`src/plc_pkg.sv`:
```
// Package: register map, reset values and carrier types for the parallel line control block
`default_nettype none
package plc_pkg;

	// ----------------------------------------------------------------
	// Widths
	// ----------------------------------------------------------------
	localparam int unsigned LINES      = 32;
	localparam int unsigned ADDR_WIDTH = 8;
	localparam int unsigned DATA_WIDTH = 32;

	// ----------------------------------------------------------------
	// Register byte offsets
	// ----------------------------------------------------------------
	localparam logic [7:0] OFS_LINE_CTRL_ENABLE     = 8'h00;
	localparam logic [7:0] OFS_LINE_CTRL_DISABLE    = 8'h04;
	localparam logic [7:0] OFS_LINE_CTRL_STATUS     = 8'h08;
	localparam logic [7:0] OFS_DRIVE_ENABLE_SET     = 8'h10;
	localparam logic [7:0] OFS_DRIVE_ENABLE_CLEAR   = 8'h14;
	localparam logic [7:0] OFS_DRIVE_ENABLE_STATUS  = 8'h18;
	localparam logic [7:0] OFS_GLITCH_FILTER_SET    = 8'h20;
	localparam logic [7:0] OFS_GLITCH_FILTER_CLEAR  = 8'h24;
	localparam logic [7:0] OFS_GLITCH_FILTER_STATUS = 8'h28;
	localparam logic [7:0] OFS_DRIVE_LEVEL_SET      = 8'h30;
	localparam logic [7:0] OFS_DRIVE_LEVEL_CLEAR    = 8'h34;
	localparam logic [7:0] OFS_DRIVE_LEVEL_STATUS   = 8'h38;
	localparam logic [7:0] OFS_PIN_LEVEL_STATUS     = 8'h3C;
	localparam logic [7:0] OFS_CHANGE_IRQ_ENABLE    = 8'h40;
	localparam logic [7:0] OFS_DIRECT_WRITE_SET     = 8'hA0;
	localparam logic [7:0] OFS_DIRECT_WRITE_CLEAR   = 8'hA4;
	localparam logic [7:0] OFS_DIRECT_WRITE_STATUS  = 8'hA8;

	// ----------------------------------------------------------------
	// Line population and reset values
	// ----------------------------------------------------------------
	localparam logic [31:0] LINE_IMPL      = 32'hFFFF_FFFF;
	localparam logic [31:0] LINE_MUXED     = 32'hFFFF_FFFF;
	localparam logic [31:0] LINE_CTRL_RST  = 32'hFFFF_FFFF;
	localparam logic [31:0] DRIVE_EN_RST   = 32'h0000_0000;
	localparam logic [31:0] FILTER_RST     = 32'h0000_0000;
	localparam logic [31:0] DRIVE_LVL_RST  = 32'h0000_0000;
	localparam logic [31:0] DIRECT_WR_RST  = 32'h0000_0000;
	localparam logic [31:0] ALL_DRIVE_OFF  = 32'hFFFF_FFFF;

	// ----------------------------------------------------------------
	// Bus answers
	// ----------------------------------------------------------------
	localparam logic [1:0] RESP_OKAY   = 2'h0;
	localparam logic [1:0] RESP_SLVERR = 2'h2;

	// ----------------------------------------------------------------
	// Carrier: one level and one active-low drive enable per line
	// ----------------------------------------------------------------
	typedef struct packed {
		logic [31:0] level;
		logic [31:0] drive_n;
	} plc_pad_type;

endpackage
`default_nettype wire

```
`src/plc_line_control.sv`:
```
// Parallel line control: per-line ownership, drive, filter and level registers behind AXI4-Lite
//
// Operation
// - Writing one to line_ctrl_enable gives that pin to port logic.
// - Writing one to line_ctrl_disable hands that pin to the peripheral.
// - line_ctrl_status reads 1 for port ownership, 0 for peripheral.
// - Writing one to drive_enable_set turns on that line's driver.
// - Writing one to drive_enable_clear turns the driver off, input only.
// - drive_enable_status reads 1 when driver enabled, 0 when input only.
// - Writing one to glitch_filter_set inserts the glitch filter.
// - Writing one to glitch_filter_clear bypasses the glitch filter.
// - glitch_filter_status reads 1 while filter active, 0 when bypassed.
// - Writing one to drive_level_set makes the scheduled level high.
// - Writing one to drive_level_clear makes the scheduled level low.
// - drive_level_status returns the scheduled drive level per line.
// - drive_level_status is readable and writable for some lines.
// - Direct writes change only lines enabled in direct_write_status.
// - pin_level_status reports the sampled pin level, whoever drives it.
// - Unimplemented line bits ignore writes and read zero.
`timescale 1ns/1ps
`default_nettype none
module plc_line_control (
	input  wire logic                          aclk,          // System clock
	input  wire logic                          aresetn,       // Synchronous reset, active low
	input  wire logic [plc_pkg::ADDR_WIDTH-1:0] s_axi_awaddr,  // Write address
	input  wire logic                          s_axi_awvalid, // Write address valid
	output logic                               s_axi_awready, // Write address ready
	input  wire logic [plc_pkg::DATA_WIDTH-1:0] s_axi_wdata,   // Write data
	input  wire logic [3:0]                    s_axi_wstrb,   // Write byte strobes
	input  wire logic                          s_axi_wvalid,  // Write data valid
	output logic                               s_axi_wready,  // Write data ready
	output logic [1:0]                         s_axi_bresp,   // Write response
	output logic                               s_axi_bvalid,  // Write response valid
	input  wire logic                          s_axi_bready,  // Write response ready
	input  wire logic [plc_pkg::ADDR_WIDTH-1:0] s_axi_araddr,  // Read address
	input  wire logic                          s_axi_arvalid, // Read address valid
	output logic                               s_axi_arready, // Read address ready
	output logic [plc_pkg::DATA_WIDTH-1:0]     s_axi_rdata,   // Read data
	output logic [1:0]                         s_axi_rresp,   // Read response
	output logic                               s_axi_rvalid,  // Read data valid
	input  wire logic                          s_axi_rready,  // Read data ready
	input  wire logic [31:0]                   pad_in,        // Pin levels as seen at the pads
	output plc_pkg::plc_pad_type               pad_out,       // Pin level and active-low drive enable
	input  wire plc_pkg::plc_pad_type          periph_out,    // Peripheral level and active-low enable
	output logic [31:0]                        periph_in      // Pin levels handed to peripherals
);
	import plc_pkg::*;

	// ----------------------------------------------------------------
	// Line configuration state
	// ----------------------------------------------------------------
	logic [31:0] line_ctrl_q;
	logic [31:0] drive_en_q;
	logic [31:0] filter_en_q;
	logic [31:0] drive_lvl_q;
	logic [31:0] direct_wr_q;

	// ----------------------------------------------------------------
	// Bus slave state
	// ----------------------------------------------------------------
	logic [7:0]  aw_addr_q;
	logic        aw_held_q;
	logic [31:0] w_data_q;
	logic [3:0]  w_strb_q;
	logic        w_held_q;
	logic        awready_q;
	logic        wready_q;
	logic        bvalid_q;
	logic [1:0]  bresp_q;
	logic        arready_q;
	logic        rvalid_q;
	logic [31:0] rdata_q;
	logic [1:0]  rresp_q;

	// ----------------------------------------------------------------
	// Input sampling state
	// ----------------------------------------------------------------
	logic [31:0] pin_now_q;
	logic [31:0] pin_prev_q;
	logic [31:0] pin_stable_q;
	logic [31:0] pin_level;

	// ----------------------------------------------------------------
	// Pad output state
	// ----------------------------------------------------------------
	logic [31:0] pad_level_q;
	logic [31:0] pad_drive_n_q;
	logic [31:0] periph_in_q;

	// ----------------------------------------------------------------
	// Write decode
	// ----------------------------------------------------------------
	logic        wr_fire;
	logic [31:0] wr_ones;
	logic        wr_hit;

	// Byte lanes not strobed count as zeros: set and clear writes leave them alone, a direct write clears its opened lines there
	assign wr_fire = aw_held_q & w_held_q & ~bvalid_q;
	assign wr_ones = {{8{w_strb_q[3]}}, {8{w_strb_q[2]}}, {8{w_strb_q[1]}}, {8{w_strb_q[0]}}}
		& w_data_q & LINE_IMPL;

	// A write to an unmapped offset is still completed so the master
	// never hangs; only the response code tells it apart
	always_comb begin
		unique case (aw_addr_q)
			OFS_LINE_CTRL_ENABLE, OFS_LINE_CTRL_DISABLE, OFS_LINE_CTRL_STATUS,
			OFS_DRIVE_ENABLE_SET, OFS_DRIVE_ENABLE_CLEAR, OFS_DRIVE_ENABLE_STATUS,
			OFS_GLITCH_FILTER_SET, OFS_GLITCH_FILTER_CLEAR, OFS_GLITCH_FILTER_STATUS,
			OFS_DRIVE_LEVEL_SET, OFS_DRIVE_LEVEL_CLEAR, OFS_DRIVE_LEVEL_STATUS,
			OFS_PIN_LEVEL_STATUS, OFS_CHANGE_IRQ_ENABLE,
			OFS_DIRECT_WRITE_SET, OFS_DIRECT_WRITE_CLEAR, OFS_DIRECT_WRITE_STATUS: begin
				wr_hit = 1'b1;
			end
			default: begin
				wr_hit = 1'b0;
			end
		endcase
	end

	// ----------------------------------------------------------------
	// Ownership
	// ----------------------------------------------------------------
	// Lines with no peripheral behind them stay owned by port logic
	// Limitation: ownership moves one edge after the write lands, and
	// the pads follow one edge later still
	always_ff @(posedge aclk) begin
		if (!aresetn) begin
			line_ctrl_q <= LINE_CTRL_RST;
		end else if (wr_fire) begin
			if (aw_addr_q == OFS_LINE_CTRL_ENABLE) begin
				line_ctrl_q <= line_ctrl_q | wr_ones;
			end else if (aw_addr_q == OFS_LINE_CTRL_DISABLE) begin
				line_ctrl_q <= line_ctrl_q & ~(wr_ones & LINE_MUXED);
			end
		end
	end

	// ----------------------------------------------------------------
	// Output driver enable
	// ----------------------------------------------------------------
	// The enable only reaches the pad while port logic owns the line;
	// a peripheral line keeps its own enable, so this state is kept
	// but has no effect until ownership returns
	always_ff @(posedge aclk) begin
		if (!aresetn) begin
			drive_en_q <= DRIVE_EN_RST;
		end else if (wr_fire) begin
			if (aw_addr_q == OFS_DRIVE_ENABLE_SET) begin
				drive_en_q <= drive_en_q | wr_ones;
			end else if (aw_addr_q == OFS_DRIVE_ENABLE_CLEAR) begin
				drive_en_q <= drive_en_q & ~wr_ones;
			end
		end
	end

	// ----------------------------------------------------------------
	// Glitch filter enable
	// ----------------------------------------------------------------
	// Filter state is kept for peripheral lines too, since the filter
	// sits on the input path that both owners share
	always_ff @(posedge aclk) begin
		if (!aresetn) begin
			filter_en_q <= FILTER_RST;
		end else if (wr_fire) begin
			if (aw_addr_q == OFS_GLITCH_FILTER_SET) begin
				filter_en_q <= filter_en_q | wr_ones;
			end else if (aw_addr_q == OFS_GLITCH_FILTER_CLEAR) begin
				filter_en_q <= filter_en_q & ~wr_ones;
			end
		end
	end

	// ----------------------------------------------------------------
	// Scheduled drive level
	// ----------------------------------------------------------------
	// A direct write replaces only lines opened for it; a masked write
	// keeps read-modify-write races off the other lines
	always_ff @(posedge aclk) begin
		if (!aresetn) begin
			drive_lvl_q <= DRIVE_LVL_RST;
		end else if (wr_fire) begin
			if (aw_addr_q == OFS_DRIVE_LEVEL_SET) begin
				drive_lvl_q <= drive_lvl_q | wr_ones;
			end else if (aw_addr_q == OFS_DRIVE_LEVEL_CLEAR) begin
				drive_lvl_q <= drive_lvl_q & ~wr_ones;
			end else if (aw_addr_q == OFS_DRIVE_LEVEL_STATUS) begin
				drive_lvl_q <= (drive_lvl_q & ~direct_wr_q) | (wr_ones & direct_wr_q);
			end
		end
	end

	// ----------------------------------------------------------------
	// Direct-write enable
	// ----------------------------------------------------------------
	// Lines stay closed to direct writes after reset, so a stray write
	// to the drive level status word cannot move any pin until software
	// opens lines on purpose
	always_ff @(posedge aclk) begin
		if (!aresetn) begin
			direct_wr_q <= DIRECT_WR_RST;
		end else if (wr_fire) begin
			if (aw_addr_q == OFS_DIRECT_WRITE_SET) begin
				direct_wr_q <= direct_wr_q | wr_ones;
			end else if (aw_addr_q == OFS_DIRECT_WRITE_CLEAR) begin
				direct_wr_q <= direct_wr_q & ~wr_ones;
			end
		end
	end

	// ----------------------------------------------------------------
	// Input sampling and glitch filter
	// ----------------------------------------------------------------
	// Filtered level only follows a pin that held for two samples, so a
	// one-cycle glitch never reaches software or the peripheral
	// Trade-off: a filtered line answers two cycles later than a bypassed
	// one; pulses of exactly one cycle are the only ones rejected
	always_ff @(posedge aclk) begin
		if (!aresetn) begin
			pin_now_q    <= 32'h0000_0000;
			pin_prev_q   <= 32'h0000_0000;
			pin_stable_q <= 32'h0000_0000;
		end else begin
			pin_now_q    <= pad_in;
			pin_prev_q   <= pin_now_q;
			pin_stable_q <= (pin_stable_q & (pin_now_q ^ pin_prev_q))
				| (pin_now_q & ~(pin_now_q ^ pin_prev_q));
		end
	end

	assign pin_level = ((filter_en_q & pin_stable_q) | (~filter_en_q & pin_now_q)) & LINE_IMPL;

	// ----------------------------------------------------------------
	// Pad multiplexer
	// ----------------------------------------------------------------
	// Pads are registered so every pin changes on a clock edge, never
	// through a path from the bus or from a peripheral; the price is one
	// cycle of delay on every peripheral output
	always_ff @(posedge aclk) begin
		if (!aresetn) begin
			pad_level_q   <= 32'h0000_0000;
			pad_drive_n_q <= ALL_DRIVE_OFF;
			periph_in_q   <= 32'h0000_0000;
		end else begin
			pad_level_q   <= (line_ctrl_q & drive_lvl_q) | (~line_ctrl_q & periph_out.level);
			pad_drive_n_q <= (line_ctrl_q & ~drive_en_q) | (~line_ctrl_q & periph_out.drive_n) | ~LINE_IMPL;
			periph_in_q   <= pin_level;
		end
	end

	assign pad_out.level   = pad_level_q;
	assign pad_out.drive_n = pad_drive_n_q;
	assign periph_in       = periph_in_q;

	// ----------------------------------------------------------------
	// AXI4-Lite write channels
	// ----------------------------------------------------------------
	// Address and data are taken in either order; each ready drops once
	// its item is held and returns after the response is taken
	// Only one write is open at a time, which keeps the decode simple
	// and costs nothing for a port that software touches rarely
	always_ff @(posedge aclk) begin
		if (!aresetn) begin
			aw_addr_q <= 8'h00;
			aw_held_q <= 1'b0;
			awready_q <= 1'b1;
			w_data_q  <= 32'h0000_0000;
			w_strb_q  <= 4'h0;
			w_held_q  <= 1'b0;
			wready_q  <= 1'b1;
			bvalid_q  <= 1'b0;
			bresp_q   <= RESP_OKAY;
		end else begin
			if (awready_q && s_axi_awvalid) begin
				aw_addr_q <= {s_axi_awaddr[7:2], 2'b00};
				aw_held_q <= 1'b1;
				awready_q <= 1'b0;
			end
			if (wready_q && s_axi_wvalid) begin
				w_data_q <= s_axi_wdata;
				w_strb_q <= s_axi_wstrb;
				w_held_q <= 1'b1;
				wready_q <= 1'b0;
			end
			if (wr_fire) begin
				bvalid_q <= 1'b1;
				bresp_q  <= wr_hit ? RESP_OKAY : RESP_SLVERR;
			end
			if (bvalid_q && s_axi_bready) begin
				bvalid_q  <= 1'b0;
				aw_held_q <= 1'b0;
				w_held_q  <= 1'b0;
				awready_q <= 1'b1;
				wready_q  <= 1'b1;
			end
		end
	end

	assign s_axi_awready = awready_q;
	assign s_axi_wready  = wready_q;
	assign s_axi_bvalid  = bvalid_q;
	assign s_axi_bresp   = bresp_q;

	// ----------------------------------------------------------------
	// AXI4-Lite read channels
	// ----------------------------------------------------------------
	logic [31:0] rd_word;
	logic [1:0]  rd_resp;

	// Write-only registers read zero; unmapped addresses answer SLVERR
	// Read data is captured at the address handshake, so a pin level
	// is a snapshot of the cycle in which the address was taken
	always_comb begin
		rd_resp = RESP_OKAY;
		unique case ({s_axi_araddr[7:2], 2'b00})
			OFS_LINE_CTRL_STATUS: begin
				rd_word = (line_ctrl_q | ~LINE_MUXED) & LINE_IMPL;
			end
			OFS_DRIVE_ENABLE_STATUS: begin
				rd_word = drive_en_q & LINE_IMPL;
			end
			OFS_GLITCH_FILTER_STATUS: begin
				rd_word = filter_en_q & LINE_IMPL;
			end
			OFS_DRIVE_LEVEL_STATUS: begin
				rd_word = drive_lvl_q & LINE_IMPL;
			end
			OFS_PIN_LEVEL_STATUS: begin
				rd_word = pin_level;
			end
			OFS_DIRECT_WRITE_STATUS: begin
				rd_word = direct_wr_q & LINE_IMPL;
			end
			OFS_LINE_CTRL_ENABLE, OFS_LINE_CTRL_DISABLE,
			OFS_DRIVE_ENABLE_SET, OFS_DRIVE_ENABLE_CLEAR,
			OFS_GLITCH_FILTER_SET, OFS_GLITCH_FILTER_CLEAR,
			OFS_DRIVE_LEVEL_SET, OFS_DRIVE_LEVEL_CLEAR, OFS_CHANGE_IRQ_ENABLE,
			OFS_DIRECT_WRITE_SET, OFS_DIRECT_WRITE_CLEAR: begin
				rd_word = 32'h0000_0000;
			end
			default: begin
				rd_word = 32'h0000_0000;
				rd_resp = RESP_SLVERR;
			end
		endcase
	end

	always_ff @(posedge aclk) begin
		if (!aresetn) begin
			arready_q <= 1'b1;
			rvalid_q  <= 1'b0;
			rdata_q   <= 32'h0000_0000;
			rresp_q   <= RESP_OKAY;
		end else if (arready_q && s_axi_arvalid) begin
			arready_q <= 1'b0;
			rvalid_q  <= 1'b1;
			rdata_q   <= rd_word;
			rresp_q   <= rd_resp;
		end else if (rvalid_q && s_axi_rready) begin
			arready_q <= 1'b1;
			rvalid_q  <= 1'b0;
		end
	end

	assign s_axi_arready = arready_q;
	assign s_axi_rvalid  = rvalid_q;
	assign s_axi_rdata   = rdata_q;
	assign s_axi_rresp   = rresp_q;

endmodule
`default_nettype wire

```
`config.mk`:
```
export PLATFORM = sky130hd
export DESIGN_NAME = plc_line_control
export DESIGN_NICKNAME = d
export VERILOG_FILES = /design/src/plc_pkg.sv /design/src/plc_line_control.sv
export SDC_FILE = /design/constraint.sdc
export NUM_CORES = 1
export LEC_CHECK = 0
export ABC_AREA = 1
export BUFFER_PORTS_ARGS = -buffer_cell sky130_fd_sc_hd__clkbuf_2
export CAP_MARGIN = 40
export CORE_ASPECT_RATIO = 0.75
export CORE_MARGIN = 4
export CORE_UTILIZATION = 46
export CTS_CLUSTER_DIAMETER = 50
export DETAILED_ROUTE_END_ITERATION = 6
export PLACE_DENSITY = 0.67
export SYNTH_ARGS = -nofsm -noshare
export SYNTH_HDL_FRONTEND = slang
export SYNTH_SLANG_ARGS = --single-unit
```
`constraint.sdc`:
```
create_clock -name aclk -period 2.2 [get_ports aclk]
set_input_delay 0.44 -clock aclk [delete_from_list [all_inputs] [get_ports aclk]]
set_output_delay 0.44 -clock aclk [all_outputs]
set_load 0.03 [all_outputs]
```
======== Word-level counts from Yosys, hierarchy flattened ========
Index checks and enable logic that the tools add are counted.
word-level totals
  register bits after elaboration ......... 437
  input bits .............................. 155
  word-level logic and storage cells ...... 133
cells by class
  mux-type cells .......................... 19
  eq/ne operators ......................... 32
  bitwise gates (word level) .............. 37
  reduce and logical (&&, ||, !) cells .... 21
operators by type and width
  operator                                             count
  bitwise AND 32 bit                                   16
  2-to-1 mux 32 bit                                    11
  bitwise OR 32 bit                                    10
  NOT 32 bit                                           6
  case mux 32 bit (6 select lines)                     1
  equality test 6 x 4 -> 1 bit, second input constant  14
  equality test 6 x 3 -> 1 bit, second input constant  6
  equality test 6 bit, second input constant           6
  OR reduction 17 bit                                  2
  bitwise XOR 32 bit                                   1
  equality test 6 x 1 -> 1 bit, second input constant  2
  equality test 6 x 2 -> 1 bit, second input constant  2
  equality test 6 x 5 -> 1 bit, second input constant  2
  AND reduction 2 bit                                  5
  nonzero test 2 bit                                   5
  zero test 8 bit                                      1
  zero test 6 bit                                      1
  logical AND 1 bit                                    5
  2-to-1 mux 1 bit                                     5
  2-to-1 mux 2 bit                                     2
  nonzero test 3 bit                                   1
  bitwise AND 1 bit                                    2
  NOT 1 bit                                            2
  OR reduction 2 bit                                   1

======== Logic depth before layout (Yosys ltp) ========
  depth after elaboration ................. 6
  mapped depth ............................ 9
  depth with buffers taken out ............ 8

======== Worst setup path before layout ========
Ideal clock, no wire load.
  kind .................................... register to register
  start ................................... register bvalid_q, in the netlist s_axi_bvalid
  end ..................................... register (tool-made name)
  stages on the path, launching flop included .. 9
  setup time .............................. 0.130 ns
  period minus slack after synthesis ...... 1.573 ns
  slack ................................... 0.627 ns
  data required time ...................... 2.070 ns
  path buffers ............................ 1
  arrival ................................. 1.443 ns
  cell sequence ........................... dfxtp_1 > inv_1 > nand3_2 > clkinv_1 > nand2_1 > inv_2 > buf_2 > nand3_1 > nand3_1
RTL lines
  item                    RTL line                 RTL
  start, declared         plc_line_control.sv:68   logic bvalid_q;
  start signal, assigned  plc_line_control.sv:270  bvalid_q <= 1'b0;
  start signal, assigned  plc_line_control.sv:285  bvalid_q <= 1'b1;
  start signal, assigned  plc_line_control.sv:289  bvalid_q <= 1'b0;

==> results.toml <==
[critical_path]
cp.arrival_ps = 2490
critPathMaxStageDelay_ps = 360
reg2regPathDepth = 9
critPathKind = "flip-flop to flip-flop"
required_ps = 2690
path_max_fanout = 21
critPathLaunchType = "flip-flop"
path_cells = "nor2_4 > buf_4 > nand2_2 > inv_2 > nand2_1 > buf_4 > nand3_1 > nand2_1 > a21oi_1"
end_kind = "flip-flop"
cpMaxStageDelayCell = "dfxtp_1"

[min_path]
min_path_cells = 3
holdCritPathClass = "primary input to flip-flop"

[global_routing]
grt_antenna_before_repair = 0
grt_max_degree = 100
grtUsageMet3_pct = 7.66
busiest_layer = "met1"
use_met1_pct = 45.3
use_met2_pct = 40.7
grt_use_total_pct = 29.5
grt.overflow.total = 0
grt_pass1_wl_um = 103000
first_global_vias = 17477

[timing]
fin_tns_setup_ps = 0
finalCritPeriodShare_pct = 91.0
rsz0062_at_grt = "false"
hold_violations = 0
max_freq_mhz = 499
worst_pin_slew_ps = 714
relSlewSlack_pct = 52.4
setup-violations-final = 0
skew_ps = 23.1
slew_viol_final = 0
fin_ws_ps = 197
period_needed_ps = 2000

[detailed_routing]
drt_iter0_markers = 2524
ant_nets = 0
drcViolationCount = 13
via_per_inst = 5.42
wire_per_inst_um = 19.2
vias = 19203
wirelength_um = 68200
dr.pass1.iters = 7

[finish]
multi_input_area_mm2 = 0.00806
seqCellArea_mm2 = 0.00871
drive_above_1_share_pct = 14.5
nFillCells = 3804
nNetsFinal = 3143
post-route-util_pct = 56.0
antennaDiodeCount = 0
area_growth_pct = 18.9

[power]
ir_drop_uv = 599
powerDensity_mw_per_mm2 = 802
total_power_mw = 17.9
cellLeakagePower_nw = 10.8

[cts]
cts-hold-fix-buffers = 0
clk_pin_slew_ps = 70
ctsResizeCount = 0
clock_path_buffers = 3
root_buffer = "clkbuf_16"
cts_tree = "yes"
postCtsSetupBuffers = 0
clk_latency_ps = 580
cts_num_sinks = 435
htreeDepth = 2
cts_made_buffers = 45

[floorplan]
start_util_pct = 47.1
die_w_um = 242
dieArea_mm2 = 0.0442
core.rowCount = 63
pin_count = 292
core_mm2 = 0.0400
die_h_um = 183

[logic_synthesis]
synth-edff-count = 0
synth_seq_cells = 435
syn_inst = 2763
syn_avg_cell_area_um2 = 6.81
ys_types = 24
syn-cell-area_mm2 = 0.0188
synth_sequential_area_ratio_pct = 46.3
synth_top_area_share_pct = 46.3
ys_top_cells_by_area = "dfxtp_1 46%, nand2_1 11%, nand3_1 11%"
ys.flop_type = "dfxtp_1"
netlist_top_cells_count = "556 x nand2_1, 435 x dfxtp_1, 402 x nand3_1"
yosys_warnings = 0
synth.largest_area_cell = "dfxtp_1"
ys_async_sr_fraction_pct = 0
yosysMostFrequentCell = "nand2_1"

[status]
violations = "design-rule violations"
status = "finished with violations"

[job]
cap_violations = 0

[placement]
hpwl_um = 47900
routabilityCongestion = 0.970
dp_worst_setup_slack_ps = 273
io_buffers = 285
[kinds of logic after synthesis]
kind of cell	after synthesis	share of synthesized area (%)
simple gates	1225	27.4
compound gates	573	15.3
other cells	1	0.0199
buf+inv	529	11.0
flops	435	46.3
[path summary, 6_finish.rpt]
kind	end	from	slack, ps
worst min register to register	pin_prev_q[3]	pin_now_q[3]	450
worst min-delay path	pin_now_q[11]	pad_in[11]	40
worst max-delay path	flip-flop	aw_addr_q[7]	200
worst max register to register	flip-flop	aw_addr_q[7]	200
[placed cells by master (no fill, tap or decap)]
cell type,count
dfxtp_1,435
clkbuf_16,45
inv_6,3
o21ai_0,275
nand3_1,402
inv_2,8
inv_1,363
o21ai_1,27
nand3_2,1
clkinv_8,2
o211ai_1,1
nor2_4,5
clkinv_2,9
clkinv_4,1
nor2_1,245
nor3_1,1
clkinv_1,1
nand4_1,1
clkbuf_1,7
inv_8,1
buf_4,34
a31oi_1,1
clkbuf_8,12
clkbuf_2,284
clkinvlp_4,1
conb_1,2
bufinv_16,5
nand2_2,2
nor2_2,12
nand2_1,556
buf_12,14
a21oi_1,269
[critical path: cells and delay by family, from the launching register on]
family          cells  cell delay, ps
flops               1             360
compound gates      1             150
buf+inv             3             800
simple gates        5             620
[final cells by class]
class | count | share of cell area [%]
Inverter | 373 | 6.26
Clock inverter | 21 | 1.24
Tap cell | 520 | 2.91
Multi-Input combinational cell | 1800 | 36.0
Sequential cell | 435 | 38.9
Clock buffer | 63 | 5.83
Timing Repair Buffer | 333 | 8.81
[through the flow]
step	cell area [um^2]	std cells	hold slack, ps
after floorplan	18800	2764	420
after global placement	20800	3461	438
after detailed placement	20800	3461	444
after CTS	22400	3545	21.0
after global routing	22400	3545	42.8
final	22400	3545	44.6
[metal layers]
layer | wire, um | share of wire [%] | vias to the layer above
met5 | 0 | 0 | -
met1 | 31200 | 46 | 8729
li1 | - | - | 9292
met2 | 26800 | 39 | 1069
met3 | 8420 | 12 | 113
met4 | 1750 | 2.6 | 0
[power breakdown]
group / internal [mW] / switching, mW / total, mW
Sequential: 8.08 / 0.142 / 8.23
Combinational: 0.438 / 1.12 / 1.56
Clock: 4.77 / 3.38 / 8.15
Total: 13.3 / 4.65 / 17.9
Power figures use the tool's default switching activity.
